<file path="src/rtl/uoc_defs.vh">
/*
 Constants for the USB device endpoint control block: register byte
 addresses, control word field positions and reset values.
 Assumes a 32-bit APB register port with a 12-bit byte address.
*/
// Summary of operation
// - Interrupt/bulk IN endpoints hold next data toggle in read-only bit; software sets it.
// - Synchronous IN endpoints use that bit as frame parity, chosen by set strobes.
// - USB bus reset clears ep_active of every endpoint except endpoint 0.
// - OUT endpoint 0 run request cleared by hardware before its completion events.
// - OUT endpoint 0 stop request bit is read-only; it cannot be disabled.
// - OUT endpoint 0 NAK set by strobe, transfer complete or SETUP packet.
// - The clear-NAK strobe clears the endpoint NAK state.
// - OUT endpoint 0 STALL cleared by SETUP token; STALL beats NAK.
// - Snoop mode passes OUT packets on without correctness checking.
// - OUT endpoint 0 transfer type is read-only zero, control.
// - NAK state refuses OUT data; SETUP packets are always acknowledged.
// - OUT endpoint 0 ep_active is read-only and resets to one.
// - OUT endpoint 0 max packet code mirrors IN endpoint 0 setting.
// - OUT endpoints 1 to 3 run request cleared before completion events.
// - Stop request allowed only while running; cleared before disabled event.
// - Force-one and force-zero strobes set toggle or odd/even frame parity.
// - OUT endpoints 1 to 3 NAK set by strobe, transfer complete or SETUP.
// - Non-control STALL stalls all tokens and beats NAK except on sync endpoints; cleared only by software.
// - Endpoint 1 to 3 transfer type: 00 control, 01 sync, 10 bulk, 11 interrupt.
// - NAK on IN: non-sync stops sending, sync sends zero-length packet.
`ifndef UOC_DEFS_VH
`define UOC_DEFS_VH

// Register byte addresses
`define UOC_A_OUT0      12'h000
`define UOC_A_OUT1      12'h004
`define UOC_A_OUT2      12'h008
`define UOC_A_OUT3      12'h00C
`define UOC_A_IN0MPS    12'h010
`define UOC_A_IN1       12'h014
`define UOC_A_IN2       12'h018
`define UOC_A_IN3       12'h01C
`define UOC_A_LAST      12'h01C

// Control word field positions
`define UOC_B_RUN       31
`define UOC_B_STOP      30
`define UOC_B_FORCE1    29
`define UOC_B_FORCE0    28
`define UOC_B_NAKSET    27
`define UOC_B_NAKCLR    26
`define UOC_B_STALL     21
`define UOC_B_UNCHK     20
`define UOC_B_TYPE_HI   19
`define UOC_B_TYPE_LO   18
`define UOC_B_NAKST     17
`define UOC_B_TOGGLE    16
`define UOC_B_ACTIVE    15
`define UOC_B_MPS_HI    10
`define UOC_B_MPS0_HI   1

// Transfer type codes
`define UOC_TYPE_CTRL   2'h0
`define UOC_TYPE_SYNC   2'h1
`define UOC_TYPE_BULK   2'h2
`define UOC_TYPE_INTR   2'h3

// Reset values
`define UOC_RST_WORD    32'h0000_0000
`define UOC_RST_MPS     11'h000
`define UOC_RST_MPS0    2'h0
`define UOC_RST_EP0_ACT 1'b1

`endif

</file>
<file path="src/rtl/uoc_top.v">
/*
 Endpoint control top: APB register port, the OUT endpoint 0 control
 word, the IN endpoint 0 size code, and IN/OUT endpoints 1 to 3.
 Assumes the USB protocol engine runs on pclk and pulses events for
 one cycle; it reads the handshake and configuration outputs here.
*/
// The APB slave port and the register addresses were left to the implementer.
`timescale 1ns/1ns
`default_nettype none
`include "uoc_defs.vh"

module uoc_top (
	input  wire        pclk,
	input  wire        presetn,
	// APB register port
	input  wire        psel,
	input  wire        penable,
	input  wire        pwrite,
	input  wire [11:0] paddr,
	input  wire [31:0] pwdata,
	output reg  [31:0] prdata,
	output wire        pready,
	output wire        pslverr,
	// Engine events
	input  wire        usb_bus_reset,
	input  wire        out0_setup_token,
	input  wire [3:0]  out_setup_pkt,
	input  wire [3:0]  out_xfer_done,
	input  wire [3:0]  out_setup_done,
	input  wire [3:1]  out_stop_ack,
	input  wire [3:1]  out_toggle_adv,
	input  wire [3:1]  in_setup_pkt,
	input  wire [3:1]  in_xfer_done,
	input  wire [3:1]  in_setup_done,
	input  wire [3:1]  in_stop_ack,
	input  wire [3:1]  in_toggle_adv,
	// OUT endpoint state toward the engine
	output wire [3:0]  out_run,
	output wire [3:1]  out_stop_req,
	output wire [3:0]  out_stall_hs,
	output wire [3:0]  out_nak_hs,
	output wire [3:0]  out_setup_ack,
	output wire [3:0]  out_unchecked,
	output wire [5:0]  out_transfer_type,
	output wire [3:1]  out_data_toggle,
	output wire [3:0]  out_ep_active,
	output wire [32:0] out_max_bytes,
	output wire [1:0]  out0_max_code,
	output wire [3:0]  out_xfer_int,
	output wire [3:0]  out_setup_int,
	output wire [3:1]  out_dis_int,
	// IN endpoint state toward the engine
	output wire [1:0]  in0_max_code,
	output wire [3:1]  in_run,
	output wire [3:1]  in_stop_req,
	output wire [3:1]  in_stall_hs,
	output wire [3:1]  in_hold,
	output wire [3:1]  in_zero_len,
	output wire [5:0]  in_transfer_type,
	output wire [3:1]  in_data_toggle,
	output wire [3:1]  in_ep_active,
	output wire [32:0] in_max_bytes,
	output wire [3:1]  in_xfer_int,
	output wire [3:1]  in_setup_int,
	output wire [3:1]  in_dis_int
);

	// Bus front end
	wire        hit;
	wire [2:0]  slot;
	wire [7:0]  wr_en;
	wire        rd_load;

	// Endpoint 0 state
	reg         ep0_run_r;
	reg         ep0_stall_r;
	reg         ep0_unchk_r;
	reg         ep0_nak_r;
	reg  [1:0]  in0_mps_r;
	reg         ep0_xfer_int_r;
	reg         ep0_setup_int_r;
	wire        ep0_done;
	wire [31:0] ep0_rdata;
	wire [31:0] in0_rdata;

	// Endpoints 1 to 3, one 32-bit word each
	wire [95:0] out_rd_w;
	wire [95:0] in_rd_w;
	wire [3:1]  out_nak_n;
	wire [3:1]  in_nak_n;
	wire [31:0] rd_nxt;

	uoc_apb_slv u_apb (
		.psel    (psel),
		.penable (penable),
		.pwrite  (pwrite),
		.paddr   (paddr),
		.pready  (pready),
		.pslverr (pslverr),
		.hit     (hit),
		.slot    (slot),
		.wr_en   (wr_en),
		.rd_load (rd_load)
	);

	// Endpoint 0 leaves run on any completion event; there is no stop
	assign ep0_done = out_xfer_done[0] | out_setup_done[0];

	// Endpoint 0 OUT control word
	always @(posedge pclk or negedge presetn) begin
		if (!presetn) begin
			ep0_run_r       <= 1'b0;
			ep0_stall_r     <= 1'b0;
			ep0_unchk_r     <= 1'b0;
			ep0_nak_r       <= 1'b0;
			ep0_xfer_int_r  <= 1'b0;
			ep0_setup_int_r <= 1'b0;
		end else begin
			// Run is write-one-to-set; completion clears it first
			if (ep0_done)
				ep0_run_r <= 1'b0;
			else if (wr_en[0] && pwdata[`UOC_B_RUN])
				ep0_run_r <= 1'b1;
			// A write of one sets STALL; a SETUP token takes it away
			if (wr_en[0] && pwdata[`UOC_B_STALL])
				ep0_stall_r <= 1'b1;
			else if (out0_setup_token)
				ep0_stall_r <= 1'b0;
			if (wr_en[0])
				ep0_unchk_r <= pwdata[`UOC_B_UNCHK];
			// Hardware set beats a clear strobe on the same edge
			if (out_xfer_done[0] || out_setup_pkt[0] ||
				(wr_en[0] && pwdata[`UOC_B_NAKSET]))
				ep0_nak_r <= 1'b1;
			else if (wr_en[0] && pwdata[`UOC_B_NAKCLR])
				ep0_nak_r <= 1'b0;
			ep0_xfer_int_r  <= out_xfer_done[0];
			ep0_setup_int_r <= out_setup_done[0];
		end
	end

	// IN endpoint 0 size code, mirrored into the OUT 0 word
	always @(posedge pclk or negedge presetn) begin
		if (!presetn)
			in0_mps_r <= `UOC_RST_MPS0;
		else if (wr_en[4])
			in0_mps_r <= pwdata[`UOC_B_MPS0_HI:0];
	end

	// Stop bit, type and strobes read zero; active is tied to one
	assign ep0_rdata = {ep0_run_r, 1'b0, 4'h0, 4'h0,
		ep0_stall_r, ep0_unchk_r, `UOC_TYPE_CTRL,
		ep0_nak_r, 1'b0, `UOC_RST_EP0_ACT,
		13'h0000, in0_mps_r};
	assign in0_rdata = {30'h0000_0000, in0_mps_r};

	// Endpoint 0 outputs toward the engine
	assign out_run[0]       = ep0_run_r;
	assign out_stall_hs[0]  = ep0_stall_r;
	// NAK only counts when STALL is clear
	assign out_nak_hs[0]    = ep0_nak_r & ~ep0_stall_r;
	assign out_unchecked[0] = ep0_unchk_r;
	assign out_ep_active[0] = `UOC_RST_EP0_ACT;
	assign out0_max_code    = in0_mps_r;
	assign in0_max_code     = in0_mps_r;
	assign out_xfer_int[0]  = ep0_xfer_int_r;
	assign out_setup_int[0] = ep0_setup_int_r;

	// SETUP data is acknowledged whatever NAK or STALL shows
	assign out_setup_ack    = out_setup_pkt;

	// Endpoints 1 to 3, both directions
	genvar i;
	generate
		for (i = 1; i < 4; i = i + 1) begin : g_ep
			uoc_ep_ctl u_out (
				.pclk          (pclk),
				.presetn       (presetn),
				.wr_en         (wr_en[i]),
				.wdata         (pwdata),
				.usb_bus_reset (usb_bus_reset),
				.setup_pkt     (out_setup_pkt[i]),
				.xfer_done     (out_xfer_done[i]),
				.setup_done    (out_setup_done[i]),
				.stop_ack      (out_stop_ack[i]),
				.toggle_adv    (out_toggle_adv[i]),
				.rdata         (out_rd_w[32*i-1 -: 32]),
				.run_r         (out_run[i]),
				.stop_r        (out_stop_req[i]),
				.stall_hs      (out_stall_hs[i]),
				.nak_hs        (out_nak_n[i]),
				.zero_len      (),
				.unchk_r       (out_unchecked[i]),
				.type_r        (out_transfer_type[2*i-1 -: 2]),
				.toggle_r      (out_data_toggle[i]),
				.active_r      (out_ep_active[i]),
				.mps_r         (out_max_bytes[11*i-1 -: 11]),
				.xfer_int_r    (out_xfer_int[i]),
				.setup_int_r   (out_setup_int[i]),
				.dis_int_r     (out_dis_int[i])
			);

			uoc_ep_ctl u_in (
				.pclk          (pclk),
				.presetn       (presetn),
				.wr_en         (wr_en[i+4]),
				.wdata         (pwdata),
				.usb_bus_reset (usb_bus_reset),
				.setup_pkt     (in_setup_pkt[i]),
				.xfer_done     (in_xfer_done[i]),
				.setup_done    (in_setup_done[i]),
				.stop_ack      (in_stop_ack[i]),
				.toggle_adv    (in_toggle_adv[i]),
				.rdata         (in_rd_w[32*i-1 -: 32]),
				.run_r         (in_run[i]),
				.stop_r        (in_stop_req[i]),
				.stall_hs      (in_stall_hs[i]),
				.nak_hs        (in_nak_n[i]),
				.zero_len      (in_zero_len[i]),
				.unchk_r       (),
				.type_r        (in_transfer_type[2*i-1 -: 2]),
				.toggle_r      (in_data_toggle[i]),
				.active_r      (in_ep_active[i]),
				.mps_r         (in_max_bytes[11*i-1 -: 11]),
				.xfer_int_r    (in_xfer_int[i]),
				.setup_int_r   (in_setup_int[i]),
				.dis_int_r     (in_dis_int[i])
			);

			// OUT refuses all data under NAK, sync or not
			assign out_nak_hs[i] = out_nak_n[i];
			// Non-sync IN holds its data; sync IN goes zero length
			assign in_hold[i] = in_nak_n[i] & ~in_zero_len[i];
		end
	endgenerate

	// Read word for the addressed slot, zero when unmapped
	assign rd_nxt = !hit        ? `UOC_RST_WORD :
		(slot == 3'd0) ? ep0_rdata       :
		(slot == 3'd1) ? out_rd_w[31:0]  :
		(slot == 3'd2) ? out_rd_w[63:32] :
		(slot == 3'd3) ? out_rd_w[95:64] :
		(slot == 3'd4) ? in0_rdata       :
		(slot == 3'd5) ? in_rd_w[31:0]   :
		(slot == 3'd6) ? in_rd_w[63:32]  :
		in_rd_w[95:64];

	// Read data captured in setup, so it is steady through access
	always @(posedge pclk or negedge presetn) begin
		if (!presetn)
			prdata <= `UOC_RST_WORD;
		else if (rd_load)
			prdata <= rd_nxt;
	end

endmodule
`default_nettype wire

</file>
<file path="src/rtl/uoc_apb_slv.v">
/*
 APB slave front end: decodes the eight register words, produces
 per-register write strobes and the read-data load moment.
 Assumes an APB master holding the request stable until pready.
*/
`timescale 1ns/1ns
`default_nettype none
`include "uoc_defs.vh"

module uoc_apb_slv (
	input  wire        psel,
	input  wire        penable,
	input  wire        pwrite,
	input  wire [11:0] paddr,
	output wire        pready,
	output wire        pslverr,
	output wire        hit,
	output wire [2:0]  slot,
	output wire [7:0]  wr_en,
	output wire        rd_load
);

	// Word aligned and inside the register window
	function uoc_dec_hit;
		input [11:0] a;
		begin
			uoc_dec_hit = (a[1:0] == 2'h0) && (a <= `UOC_A_LAST);
		end
	endfunction

	// Zero wait states keeps software latency fixed at two cycles
	assign pready  = 1'b1;
	assign hit     = uoc_dec_hit(paddr);
	assign slot    = paddr[4:2];
	assign pslverr = psel & penable & ~uoc_dec_hit(paddr);
	// Read data is sampled in setup so prdata is a flop in access
	assign rd_load = psel & ~penable & ~pwrite;

	// One write strobe per register word, only in the access phase
	genvar g;
	generate
		for (g = 0; g < 8; g = g + 1) begin : g_wr
			assign wr_en[g] = psel & penable & pwrite & hit & (slot == g);
		end
	endgenerate

endmodule
`default_nettype wire

</file>
<file path="src/rtl/uoc_ep_ctl.v">
/*
 Control word of one IN or OUT endpoint numbered 1 to 3: run and stop
 requests, NAK state, STALL, snoop, type, toggle, active, max size.
 Assumes the protocol engine pulses its event inputs for one cycle.
*/
`timescale 1ns/1ns
`default_nettype none
`include "uoc_defs.vh"

module uoc_ep_ctl (
	input  wire        pclk,
	input  wire        presetn,
	input  wire        wr_en,
	input  wire [31:0] wdata,
	input  wire        usb_bus_reset,
	input  wire        setup_pkt,
	input  wire        xfer_done,
	input  wire        setup_done,
	input  wire        stop_ack,
	input  wire        toggle_adv,
	output wire [31:0] rdata,
	output reg         run_r,
	output reg         stop_r,
	output wire        stall_hs,
	output wire        nak_hs,
	output wire        zero_len,
	output reg         unchk_r,
	output reg  [1:0]  type_r,
	output reg         toggle_r,
	output reg         active_r,
	output reg  [10:0] mps_r,
	output reg         xfer_int_r,
	output reg         setup_int_r,
	output reg         dis_int_r
);

	reg  stall_r;
	reg  nak_r;
	wire stop_done;
	wire hw_done;

	function uoc_is_sync;
		input [1:0] t;
		begin
			uoc_is_sync = (t == `UOC_TYPE_SYNC);
		end
	endfunction

	assign stop_done = stop_r & stop_ack;
	assign hw_done   = xfer_done | setup_done | stop_done;

	// STALL outranks NAK except on sync, where STALL is ignored; sync IN sends zero length under NAK
	assign stall_hs = stall_r & ~uoc_is_sync(type_r);
	assign nak_hs   = nak_r & ~stall_hs;
	assign zero_len = nak_hs & uoc_is_sync(type_r);

	// Strobe bits are never stored, so they read back as zero
	assign rdata = {run_r, stop_r, 4'h0, 4'h0, stall_r, unchk_r, type_r,
		nak_r, toggle_r, active_r, 4'h0, mps_r};

	// Control state; hardware events win over software on one edge, except a forced toggle beats the advance
	always @(posedge pclk or negedge presetn) begin
		if (!presetn) begin
			run_r       <= 1'b0;
			stop_r      <= 1'b0;
			stall_r     <= 1'b0;
			unchk_r     <= 1'b0;
			type_r      <= `UOC_TYPE_CTRL;
			nak_r       <= 1'b0;
			toggle_r    <= 1'b0;
			active_r    <= 1'b0;
			mps_r       <= `UOC_RST_MPS;
			xfer_int_r  <= 1'b0;
			setup_int_r <= 1'b0;
			dis_int_r   <= 1'b0;
		end else begin
			// Cleared on the edge before the event pulse leaves
			if (hw_done)
				run_r <= 1'b0;
			else if (wr_en && wdata[`UOC_B_RUN])
				run_r <= 1'b1;
			// Only accepted while running; aborts an unfinished transfer
			if (stop_done)
				stop_r <= 1'b0;
			else if (wr_en && wdata[`UOC_B_STOP] && run_r)
				stop_r <= 1'b1;
			// Software alone changes STALL
			if (wr_en) begin
				stall_r <= wdata[`UOC_B_STALL];
				unchk_r <= wdata[`UOC_B_UNCHK];
				type_r  <= wdata[`UOC_B_TYPE_HI:`UOC_B_TYPE_LO];
				mps_r   <= wdata[`UOC_B_MPS_HI:0];
			end
			// Set wins over a clear strobe in the same write
			if (xfer_done || setup_pkt || (wr_en && wdata[`UOC_B_NAKSET]))
				nak_r <= 1'b1;
			else if (wr_en && wdata[`UOC_B_NAKCLR])
				nak_r <= 1'b0;
			// Forced value beats the engine's own advance
			if (wr_en && wdata[`UOC_B_FORCE1])
				toggle_r <= 1'b1;
			else if (wr_en && wdata[`UOC_B_FORCE0])
				toggle_r <= 1'b0;
			else if (toggle_adv)
				toggle_r <= ~toggle_r;
			if (usb_bus_reset)
				active_r <= 1'b0;
			else if (wr_en)
				active_r <= wdata[`UOC_B_ACTIVE];
			xfer_int_r  <= xfer_done;
			setup_int_r <= setup_done;
			dis_int_r   <= stop_done;
		end
	end

endmodule
`default_nettype wire

</file>
<file path="config.mk">
export PLATFORM = sky130hd
export DESIGN_NAME = uoc_top
export DESIGN_NICKNAME = d
export VERILOG_FILES = /design/src/rtl/uoc_top.v /design/src/rtl/uoc_apb_slv.v /design/src/rtl/uoc_ep_ctl.v
export VERILOG_INCLUDE_DIRS = /design/src /design/src/rtl
export SDC_FILE = /design/constraint.sdc
export NUM_CORES = 1
export LEC_CHECK = 0
export ABC_AREA = 0
export BUFFER_PORTS_ARGS = -buffer_cell sky130_fd_sc_hd__buf_2
export CAP_MARGIN = 20
export CORE_MARGIN = 3
export CORE_UTILIZATION = 35
export CTS_BUF_LIST = sky130_fd_sc_hd__clkbuf_4 sky130_fd_sc_hd__clkbuf_8 sky130_fd_sc_hd__clkbuf_16
export DETAILED_ROUTE_END_ITERATION = 8
export GPL_ROUTABILITY_DRIVEN = 1
export HOLD_SLACK_MARGIN = 0.02
export MAX_ROUTING_LAYER = met4
export PLACE_DENSITY = 0.57
export SYNTH_ARGS = -nofsm -noshare
export SYNTH_HDL_FRONTEND = slang
export SYNTH_HIERARCHICAL = 1
export SYNTH_SLANG_ARGS = --single-unit
</file>
<file path="constraint.sdc">
create_clock -name pclk -period 1.3 [get_ports pclk]
set_input_delay 0.065 -clock pclk [delete_from_list [all_inputs] [get_ports pclk]]
set_output_delay 0.065 -clock pclk [all_outputs]
set_load 0.1 [all_outputs]
</file>
==> results of run 1 <==
-- critical path: stages (launching register included) --
cell	delay, ps
dfrtp_1	390
nand2b_4	170
buf_6	130
nor2_4	150
nor2b_4	60
buf_12	160
-- cells in the final DEF, fill, tap and decap left out, types with 5 or more instances in the layout --
| cell | n |
|---|---|
| o21ai_0 | 16 |
| o22ai_1 | 25 |
| xor2_1 | 6 |
| dfrtp_4 | 34 |
| dfrtp_2 | 47 |
| mux2_2 | 44 |
| buf_2 | 82 |
| a22oi_1 | 16 |
| dlygate4sd3_1 | 56 |
| o221ai_2 | 14 |
| o221ai_1 | 13 |
| nor4_2 | 7 |
| conb_1 | 74 |
| nand2b_4 | 6 |
| dfrtp_1 | 97 |
| a22o_1 | 12 |
| inv_1 | 15 |
| nor3_1 | 5 |
| and2_1 | 6 |
| nand2_1 | 13 |
| mux2i_1 | 24 |
| a22oi_2 | 10 |
| mux2_4 | 99 |
| a21oi_1 | 17 |
| o21ai_1 | 5 |
| clkbuf_4 | 8 |
| nand3_1 | 11 |
| clkbuf_16 | 17 |
| clkinv_8 | 7 |
| nor2_1 | 8 |
| and2_4 | 6 |
| buf_6 | 25 |
| a211oi_2 | 6 |
| nor2_4 | 10 |
| buf_4 | 196 |
| o2bb2ai_1 | 22 |
| and2_2 | 6 |
| buf_12 | 69 |
| nand3b_1 | 6 |
-- power by group --
part / internal (mW) / total [mW] / switching (mW)
clock: 2.65 / 5.35 / 2.69
combinational: 0.965 / 2.86 / 1.89
sequential: 5.69 / 5.82 / 0.128
total: 9.31 / 14.0 / 4.72
-- sequential cells by signal (all words and copies together), names as in the netlist, 6 cells and up --
name and count:
g_ep.u_in/mps_r 33, g_ep.u_in/type_r 6, prdata 32, g_ep.u_out/type_r 6
g_ep.u_out/mps_r 33
-- layer usage --
metal / vias to the layer above / part of all wire [%] / wire length (um) / global-route usage [%]
li1: 3613 / - / - / -
met1: 3956 / 43 / 14600 / 26.2
met2: 273 / 49 / 16400 / 34.0
met3: 39 / 6.2 / 2100 / 4.75
met4: 0 / 1.6 / 526 / 4.88
met5: - / 0 / 0 / -
-- worst max-delay path by stage --
stage                                        from                                  to  slack, ps  depth (start not counted)
3_3_place_gp                            paddr[10]  g_ep[1].u_out/mps_r[4]$_DFFE_PN0P_       -380                          7
4_1_cts        g_ep[3].u_in/type_r[1]$_DFFE_PN0P_                          in_hold[3]       -300                          4
2_1_floorplan  g_ep[3].u_in/type_r[1]$_DFFE_PN0P_                          in_hold[3]       -320                          3
6_report       g_ep[3].u_in/type_r[1]$_DFFE_PN0P_                          in_hold[3]       -270                          5
5_1_grt        g_ep[3].u_in/type_r[1]$_DFFE_PN0P_                          in_hold[3]       -340                          5
3_5_place_dp                            paddr[10]  g_ep[1].u_out/mps_r[0]$_DFFE_PN0P_       -370                          7
-- metrics by stage --
stage / cells / TNS (ps) / total power, mW
floorplan: 993 / -16610 / 7.91
global placement: 1494 / -44870 / 8.52
detailed placement: 1494 / -45790 / 8.52
CTS: 1590 / -2620 / 14.1
global route: 1596 / -3780 / 14.6
finish: 1596 / -2430 / 14.0
-- area by class of cell --
cell class	instances	area, um^2	area share, %
multi-input combinational	544	5070	33.7
sequential	178	4640	30.8
timing repair buffer	437	4180	27.8
tap	390	488	3.24
clock buffer	17	425	2.83
clock inverter	15	201	1.34
inverter	15	56.3	0.374
-- repair_timing --
| item | in CTS | in global routing |
|---|---|---|
| endpoints found under the hold margin | 320 | 0 |
| buffers inserted | 13 | 9 |
| gates resized for setup | 184 | 45 |
| pin swaps | 10 | 10 |
| hold buffers | 56 | 0 |
| setup endpoints to repair | 153 | 56 |
==> results.py, run 1 <==
metrics = {
    "global_routing": {
        "grt_remaining_overflow": 0,
        "grt_max_degree": 47,
        "global_route.usage.total_pct": 20.8,
        "grt_pass1_vias": 8430,
        "global_route_wire_length_before_repair_mm": 51.3,
        "grt_antenna_before_repair": 0,
    },
    "status": {
        "run_status": "finished with violations",
        "violations": "setup timing",
    },
    "sta": {
        "rsz0062_at_grt": "true",
        "hold-worst-slack_ps": 54.7,
        "skew_ps": 13.5,
        "timing.final.ws_setup_ps": -267,
        "period_share_pct": 121,
        "clock.fmax_mhz": 638,
        "count_of_final_max_slew_check_failures": 0,
        "setup-violations-final": 24,
        "post-route-min-period_ps": 1570,
        "final_hold_vio_count": 0,
    },
    "clock_tree": {
        "numCtsBuffers": 17,
        "cts.sinks": 178,
        "ctsHtreeMaxLevel": 4,
        "path_clk_slew_ps": 80,
        "cts_tree": "done",
        "clock_latency_ps": 440,
        "clockBufferDepth": 2,
        "clockRootBuffer": "clkbuf_16",
    },
    "min_path": {
        "hp-start": "pwdata[27]",
        "min_to": "g_ep[1].u_out/nak_r$_DFFE_PN0P_",
        "hold_path_depth": 3,
        "min-delay-path-class": "primary input to flip-flop",
    },
    "routing": {
        "route.antenna.remaining_nets": 0,
        "wire_per_inst_um": 21.1,
        "drt-initial-drc-count": 415,
        "route.detailed.vias_per_inst": 4.94,
        "total_via_count_in_the_routed_design": 7881,
        "drc_errors": 0,
        "firstDrtPassIters": 5,
        "postRouteWirelength_mm": 33.7,
    },
    "placement": {
        "worst_setup_slack_post_dpl_ps": -370,
        "dpl-instance-area_um2": 13100,
        "place.detailed.hpwl_mm": 24.6,
        "port_buffers": 258,
        "routability_driven_placement_congestion_ratio": 0.850,
    },
    "cells_and_area": {
        "design_area_um2": 15100,
        "num-fill-cells": 2629,
        "area_growth_pct": 39.4,
        "postLayoutCoreUtil_pct": 50.1,
        "number_of_antenna_diodes": 0,
        "nNetsFinal": 1277,
        "final_layout_size_suffix_gt1_share_pct": 60.8,
    },
    "floorplan": {
        "rows": 63,
        "design.portCount": 271,
        "floorplan.core_area_um2": 30000,
        "die_area_um2": 33000,
        "die_width_um": 182,
        "start_util_pct": 36.0,
        "die_h_um": 182,
    },
    "critical_path": {
        "timing.rr.end": "prdata[19]$_DFFE_PN0P_",
        "endpoint_kind": "output port",
        "cp.required_ps": 1240,
        "worst-r2r-cell-count": 6,
        "timing.critical_path.arrival_ps": 1500,
        "ff2ff_setup_slack_ps": -60,
        "criticalPathCategory": "flip-flop to output port",
        "critPathMaxFanout": 2,
        "timing.rr.start": "g_ep[3].u_in/type_r[1]$_DFFE_PN0P_",
        "critical_path.startpoint_type": "flip-flop",
    },
    "power": {
        "vdd_ir_drop_max_uv": 866,
        "leakage_power_summed_over_all_cells_nw": 6.81,
        "powerDensity_nw_per_um2": 931,
    },
    "job": {
        "drv_cap": 0,
    },
    "logic_synthesis": {
        "yosys_warnings": 6,
        "syn_avg_cell_area_um2": 11.7,
        "syn-instance-count": 927,
        "netlist_area_um2": 10800,
    },
}
Power figures use the tool's default switching activity.
==> run 2: changes to the inputs <==
--- a/config.mk
+++ b/config.mk
@@ -13,10 +13,10 @@
 export CORE_UTILIZATION = 35
 export CTS_BUF_LIST = sky130_fd_sc_hd__clkbuf_4 sky130_fd_sc_hd__clkbuf_8 sky130_fd_sc_hd__clkbuf_16
 export DETAILED_ROUTE_END_ITERATION = 8
-export GPL_ROUTABILITY_DRIVEN = 1
 export HOLD_SLACK_MARGIN = 0.02
 export MAX_ROUTING_LAYER = met4
 export PLACE_DENSITY = 0.57
+export RECOVER_POWER = 100
 export SYNTH_ARGS = -nofsm -noshare
 export SYNTH_HDL_FRONTEND = slang
 export SYNTH_HIERARCHICAL = 1
==> run 2 against run 1 <==
- the flow still finishes with violations (setup timing)
- power fell by 0.11%
- flip-flop and latch count did not move
- critical path depth did not move
- wire length barely moved
- via count rose by 0.27%
- final cell count did not move
- worst hold slack got worse by 12 ps
- non-clock buffer count did not move
- critical endpoint unchanged
==> results.py, run 2 (synthesis results as in run 1) <==
metrics = {
    "global_routing": {
        "global_route_wire_length_before_repair_mm": 51.3,
        "grt_max_degree": 47,
        "grt_pass1_vias": 8430,
        "global_route.usage.total_pct": 20.8,
        "grt_remaining_overflow": 0,
        "grt_antenna_before_repair": 0,
    },
    "critical_path": {
        "critPathMaxFanout": 2,
        "cp.required_ps": 1240,
        "timing.rr.start": "g_ep[3].u_in/type_r[1]$_DFFE_PN0P_",
        "criticalPathCategory": "flip-flop to output port",
        "timing.rr.end": "prdata[19]$_DFFE_PN0P_",
        "worstSetupEndpoint": "in_hold[3]",
        "path_cells": "nand2b_4 > buf_6 > nor2_4 > nor2b_4 > buf_12",
        "endpoint_kind": "output port",
        "worst-r2r-cell-count": 6,
        "worst_path_max_stage_delay_ps": 390,
        "timing.critical_path.arrival_ps": 1500,
        "critical_path.startpoint_type": "flip-flop",
        "ff2ff_setup_slack_ps": -60,
        "worst_setup_path_startpoint": "g_ep[3].u_in/type_r[1]$_DFFE_PN0P_",
        "slowest_stage": "dfrtp_1",
    },
    "routing": {
        "wire_per_inst_um": 21.1,
        "drt-initial-drc-count": 441,
        "route.detailed.vias_per_inst": 4.95,
        "drt-met1-wl_mm": 14.5,
        "firstDrtPassIters": 5,
        "wl_met3_mm": 2.13,
        "postRouteWirelength_mm": 33.7,
        "route.antenna.remaining_nets": 0,
        "top_layer": "met4",
        "wl_met2_mm": 16.5,
        "total_via_count_in_the_routed_design": 7902,
        "drc_errors": 0,
    },
    "cells_and_area": {
        "number_of_antenna_diodes": 0,
        "num-fill-cells": 2635,
        "mostFrequentLayoutCells": "buf_4 (196), dfrtp_1 (100), mux2_4 (99), conb_1 (74)",
        "design_area_um2": 15000,
        "area_growth_pct": 39.1,
        "final_layout_size_suffix_gt1_share_pct": 59.4,
        "layoutNonFillerInstCount": 1596,
        "largest_registers_in_the_final_layout": "g_ep.u_in/mps_r x33, g_ep.u_out/mps_r x33, prdata x32",
        "mostFrequentLayoutCell": "buf_4",
        "nNetsFinal": 1277,
    },
    "floorplan": {
        "start_util_pct": 36.0,
        "die_h_um": 182,
        "die_area_um2": 33000,
        "die_width_um": 182,
        "rows": 63,
        "design.portCount": 271,
        "floorplan.core_area_um2": 30000,
    },
    "sta": {
        "rsz0062_at_grt": "true",
        "clock.fmax_mhz": 638,
        "count_of_final_max_slew_check_failures": 0,
        "worst_slew_pin_slew_ps": 1090,
        "post-route-min-period_ps": 1570,
        "timing.final.ws_setup_ps": -269,
        "period_share_pct": 121,
        "setup_total_negative_slack_ps": -2450,
        "setup-violations-final": 25,
        "final_hold_vio_count": 0,
        "relSlewSlack_pct": 27.0,
        "skew_ps": 12.1,
    },
    "placement": {
        "place.detailed.hpwl_mm": 24.6,
        "placed_cells_incl_taps": 1494,
        "port_buffers": 258,
        "routability_driven_placement_congestion_ratio": 0.850,
        "dpl-instance-area_um2": 13100,
    },
    "power": {
        "vdd_ir_drop_max_uv": 867,
        "powerDensity_nw_per_um2": 932,
        "finalPower_mw": 14.0,
        "leakage_power_summed_over_all_cells_nw": 6.77,
    },
    "clock_tree": {
        "ctsHtreeMaxLevel": 4,
        "path_clk_slew_ps": 80,
        "numCtsBuffers": 17,
        "clockBufferDepth": 2,
        "clock_latency_ps": 440,
        "clockRootBuffer": "clkbuf_16",
        "cts.sinks": 178,
        "cts_tree": "done",
    },
    "min_path": {
        "hold_path_depth": 3,
        "min-delay-path-class": "primary input to flip-flop",
    },
    "status": {
        "violations": "setup timing",
        "run_status": "finished with violations",
    },
    "job": {
        "drv_cap": 0,
    },
}
## run 2: metal layers
metal,vias up,track usage [%]
li1,3611,-
met1,3980,26.2
met4,0,4.88
met5,-,-
met2,272,34.0
met3,39,4.75
## run 2: worst min-delay path by stage
stage                     slack (ps)                                end       start
after floorplan                 -230              ep0_nak_r$_DFFE_PN0P_     presetn
after global placement            30  g_ep[2].u_in/mps_r[5]$_DFFE_PN0P_     presetn
after detailed placement          30  g_ep[1].u_in/mps_r[5]$_DFFE_PN0P_     presetn
after CTS                         20              ep0_nak_r$_DFFE_PN0P_  pwdata[27]
after global routing              30    g_ep[1].u_out/nak_r$_DFFE_PN0P_  pwdata[27]
final                             40    g_ep[1].u_out/nak_r$_DFFE_PN0P_  pwdata[27]
## run 2: power by group
| part | internal (mW) | total (mW) | leakage, nW | switching [mW] |
|---|---|---|---|---|
| registers | 5.69 | 5.81 | 2.26 | 0.128 |
| logic | 0.957 | 2.85 | 4.20 | 1.89 |
| clock network | 2.65 | 5.34 | 0.301 | 2.69 |
## run 2: final cells by class
type | instances | area, um^2 | share of cell area, %
repair buffers | 437 | 4150 | 27.6
flip-flops and latches | 178 | 4640 | 30.9
inverters | 15 | 56.3 | 0.375
well taps | 390 | 488 | 3.25
clock buffers | 17 | 425 | 2.83
clock inverters | 15 | 201 | 1.34
multi-input cells | 544 | 5070 | 33.7
## run 2: timing repair
item / 4_1_cts / 5_1_grt
pin swaps: 10 / 10
gates resized for setup: 184 / 45
setup buffers: 13 / 9
hold buffers: 56 / 0
hold endpoints to repair: 320 / 0
setup endpoints to repair: 153 / 56
## run 2: metrics by stage
step	worst slack, ps	utilization, %	hold WS, ps
2_1_floorplan	-325	-	-231
3_3_place_gp	-377	43.5	32.8
3_5_place_dp	-370	43.5	34.3
4_1_cts	-296	49.4	24.2
5_1_grt	-337	50.0	33.4
6_report	-269	50.0	43.1
## run 2: critical path, delay by kind of cell (launching register included)
kind / cells / cell delay, ps
buf+inv: 2 / 290
simple gates: 3 / 390
flops: 1 / 390
==> run 3: changes to the inputs <==
--- a/config.mk
+++ b/config.mk
@@ -7,6 +7,7 @@
 export NUM_CORES = 1
 export LEC_CHECK = 0
 export ABC_AREA = 0
+export ABC_CLOCK_PERIOD_IN_PS = 1300
 export BUFFER_PORTS_ARGS = -buffer_cell sky130_fd_sc_hd__buf_2
 export CAP_MARGIN = 20
 export CORE_MARGIN = 3
@@ -15,8 +16,8 @@
 export DETAILED_ROUTE_END_ITERATION = 8
 export HOLD_SLACK_MARGIN = 0.02
 export MAX_ROUTING_LAYER = met4
-export PLACE_DENSITY = 0.57
 export RECOVER_POWER = 100
+export SETUP_SLACK_MARGIN = 0.3
 export SYNTH_ARGS = -nofsm -noshare
 export SYNTH_HDL_FRONTEND = slang
 export SYNTH_HIERARCHICAL = 1
==> run 3 against run 2 <==
- the run still ends with setup timing left
- flip-flop and latch count stayed put
- fmax fell by 0.35%
- global-route usage grew 2.9 points
- highest routed layer unchanged
==> results.py, run 3 (synthesis results as in run 1) <==
metrics = {
    "sta": {
        "post-route-min-period_ps": 1570,
        "timing.final.ws_setup_ps": -274,
        "worst_slew_pin_slew_ps": 1170,
        "period_share_pct": 121,
        "hold-worst-slack_ps": 106,
        "relSlewSlack_pct": 22.3,
        "setup-violations-final": 156,
        "final_hold_vio_count": 0,
        "rsz0062_at_grt": "true",
        "count_of_final_max_slew_check_failures": 0,
        "clock.fmax_mhz": 635,
        "setup_total_negative_slack_ps": -14580,
        "skew_ps": 9.55,
    },
    "critical_path": {
        "timing.rr.end": "prdata[19]$_DFFE_PN0P_",
        "critical_path.startpoint_type": "flip-flop",
        "timing.rr.start": "g_ep[2].u_in/type_r[1]$_DFFE_PN0P_",
        "criticalPathCategory": "flip-flop to output port",
        "path_delay_family": "flip-flops",
        "endpoint_kind": "output port",
        "cp.required_ps": 1240,
        "timing.critical_path.arrival_ps": 1510,
        "crit_cells": 4,
        "worst_path_max_stage_delay_ps": 390,
        "ff2ff_setup_slack_ps": -90,
        "crit_path_buffers_inverters": 1,
        "path_cells": "nand2b_4 > a21oi_2 > nor2b_4 > buf_12",
        "worst-r2r-cell-count": 6,
        "critPathMaxFanout": 3,
        "slowest_stage": "dfrtp_1",
    },
    "clock_tree": {
        "cts.sinks": 178,
        "ctsHtreeMaxLevel": 4,
        "clock_latency_ps": 430,
        "clockBufferDepth": 2,
        "numCtsBuffers": 17,
        "cts_tree": "done",
        "path_clk_slew_ps": 70,
        "clockRootBuffer": "clkbuf_16",
    },
    "routing": {
        "postRouteWirelength_mm": 40.7,
        "route.detailed.vias_per_inst": 5.20,
        "drt-initial-drc-count": 679,
        "route.antenna.remaining_nets": 0,
        "firstDrtPassIters": 5,
        "total_via_count_in_the_routed_design": 9005,
        "drc_errors": 0,
        "wire_per_inst_um": 23.5,
    },
    "power": {
        "internal_power_mw": 9.60,
        "power.net_switching_mw": 4.68,
        "sw_frac_of_total_pct": 32.8,
        "power.share.clock_pct": 36.5,
        "leakage_power_summed_over_all_cells_nw": 7.69,
        "power.combinational.fraction_pct": 23.0,
        "powerDensity_nw_per_um2": 843,
        "sequential_share_of_power_pct": 40.5,
        "vdd_ir_drop_max_uv": 810,
    },
    "floorplan": {
        "die_h_um": 182,
        "design.portCount": 271,
        "start_util_pct": 36.0,
        "floorplan.core_area_um2": 30000,
        "rows": 63,
        "die_width_um": 182,
        "die_area_um2": 33000,
    },
    "placement": {
        "placed_cells_incl_taps": 1482,
        "port_buffers": 258,
        "place.detailed.hpwl_mm": 24.5,
        "routability_driven_placement_congestion_ratio": 0.822,
    },
    "status": {
        "violations": "setup timing",
        "run_status": "finished with violations",
    },
    "cells_and_area": {
        "largest_registers_in_the_final_layout": "g_ep.u_in/mps_r x33, g_ep.u_out/mps_r x33, prdata x32",
        "nNetsFinal": 1413,
        "mostFrequentLayoutCell": "buf_4",
        "layoutNonFillerInstCount": 1732,
        "area_growth_pct": 56.9,
        "final_layout_size_suffix_gt1_share_pct": 66.0,
        "number_of_antenna_diodes": 0,
        "mostFrequentLayoutCells": "buf_4 (217), mux2_4 (117), dfrtp_1 (96), buf_12 (84), buf_6 (84)",
        "postLayoutCoreUtil_pct": 56.4,
    },
    "global_routing": {
        "grt_remaining_overflow": 0,
        "grt_pass1_vias": 9559,
        "grt_max_degree": 39,
        "grt_antenna_before_repair": 0,
        "global_route.usage.total_pct": 23.6,
        "global_route_wire_length_before_repair_mm": 58.8,
    },
    "min_path": {
        "min_to": "g_ep[2].u_out/nak_r$_DFFE_PN0P_",
        "hp-start": "pwdata[27]",
        "min-delay-path-class": "primary input to flip-flop",
        "hold_path_depth": 3,
    },
    "job": {
        "drv_cap": 0,
    },
}
[run 3: worst register-to-register path, cell delays in order, from the launching register on]
cell and delay [ps]:
dfrtp_1 390, buf_4 140, buf_6 110, mux2_2 260
a22oi_2 130, mux2_4 190, o2bb2ai_1 60
[run 3: final cells by class]
cell class / instances / area (um^2)
Fill cell: 2392 / 13100
Timing Repair Buffer: 573 / 5790
Multi-Input combinational cell: 544 / 5390
Sequential cell: 178 / 4650
Tap cell: 390 / 488
Clock buffer: 17 / 425
Clock inverter: 15 / 144
Inverter: 15 / 56.3
[run 3: power by group through the flow]
| stage | registers (mW) | clock network, mW | logic, mW |
|---|---|---|---|
| detailed placement | 5.90 | 0 | 2.66 |
| CTS | 5.82 | 5.26 | 3.32 |
| finish | 5.78 | 5.21 | 3.29 |
| floorplan | 6.78 | 0 | 1.11 |
| global placement | 5.90 | 0 | 2.65 |
| global route | 5.80 | 5.54 | 3.44 |
[run 3: worst max-delay path by stage]
stage | start | end | slack [ps]
final | g_ep[2].u_in/type_r[1]$_DFFE_PN0P_ | in_hold[2] | -270
after global routing | g_ep[2].u_in/type_r[1]$_DFFE_PN0P_ | in_hold[2] | -320
after global placement | paddr[6] | g_ep[1].u_out/mps_r[10]$_DFFE_PN0P_ | -390
after detailed placement | paddr[6] | g_ep[3].u_out/type_r[1]$_DFFE_PN0P_ | -440
after floorplan | g_ep[2].u_in/active_r$_DFFE_PN0P_ | prdata[15]$_DFFE_PN0P_ | -210
after CTS | g_ep[2].u_in/type_r[1]$_DFFE_PN0P_ | in_hold[2] | -240
[run 3: stage by stage]
stage          total power [mW]  setup slack, ps  cell area [um^2]
6_report                   14.3             -274             17000
2_1_floorplan              7.89             -211             11700
3_5_place_dp               8.56             -443             13000
3_3_place_gp               8.55             -394             13000
4_1_cts                    14.4             -244             17700
5_1_grt                    14.8             -324             17000
[run 3: per-layer routing]
metal  global-route usage [%]  wire, um
met1                     29.8     17000
met5                        -         0
met4                     5.97      1010
met2                     39.5     20600
met3                     3.97      2180
[run 3: repair_timing]
action | CTS | global route
pin swaps | 33 | 31
buffers inserted | 121 | 32
endpoints found under the hold margin | 324 | 0
cloned | 4 | 4
gates resized for setup | 670 | 85
hold buffers | 57 | 0
setup endpoints to repair | 339 | 340
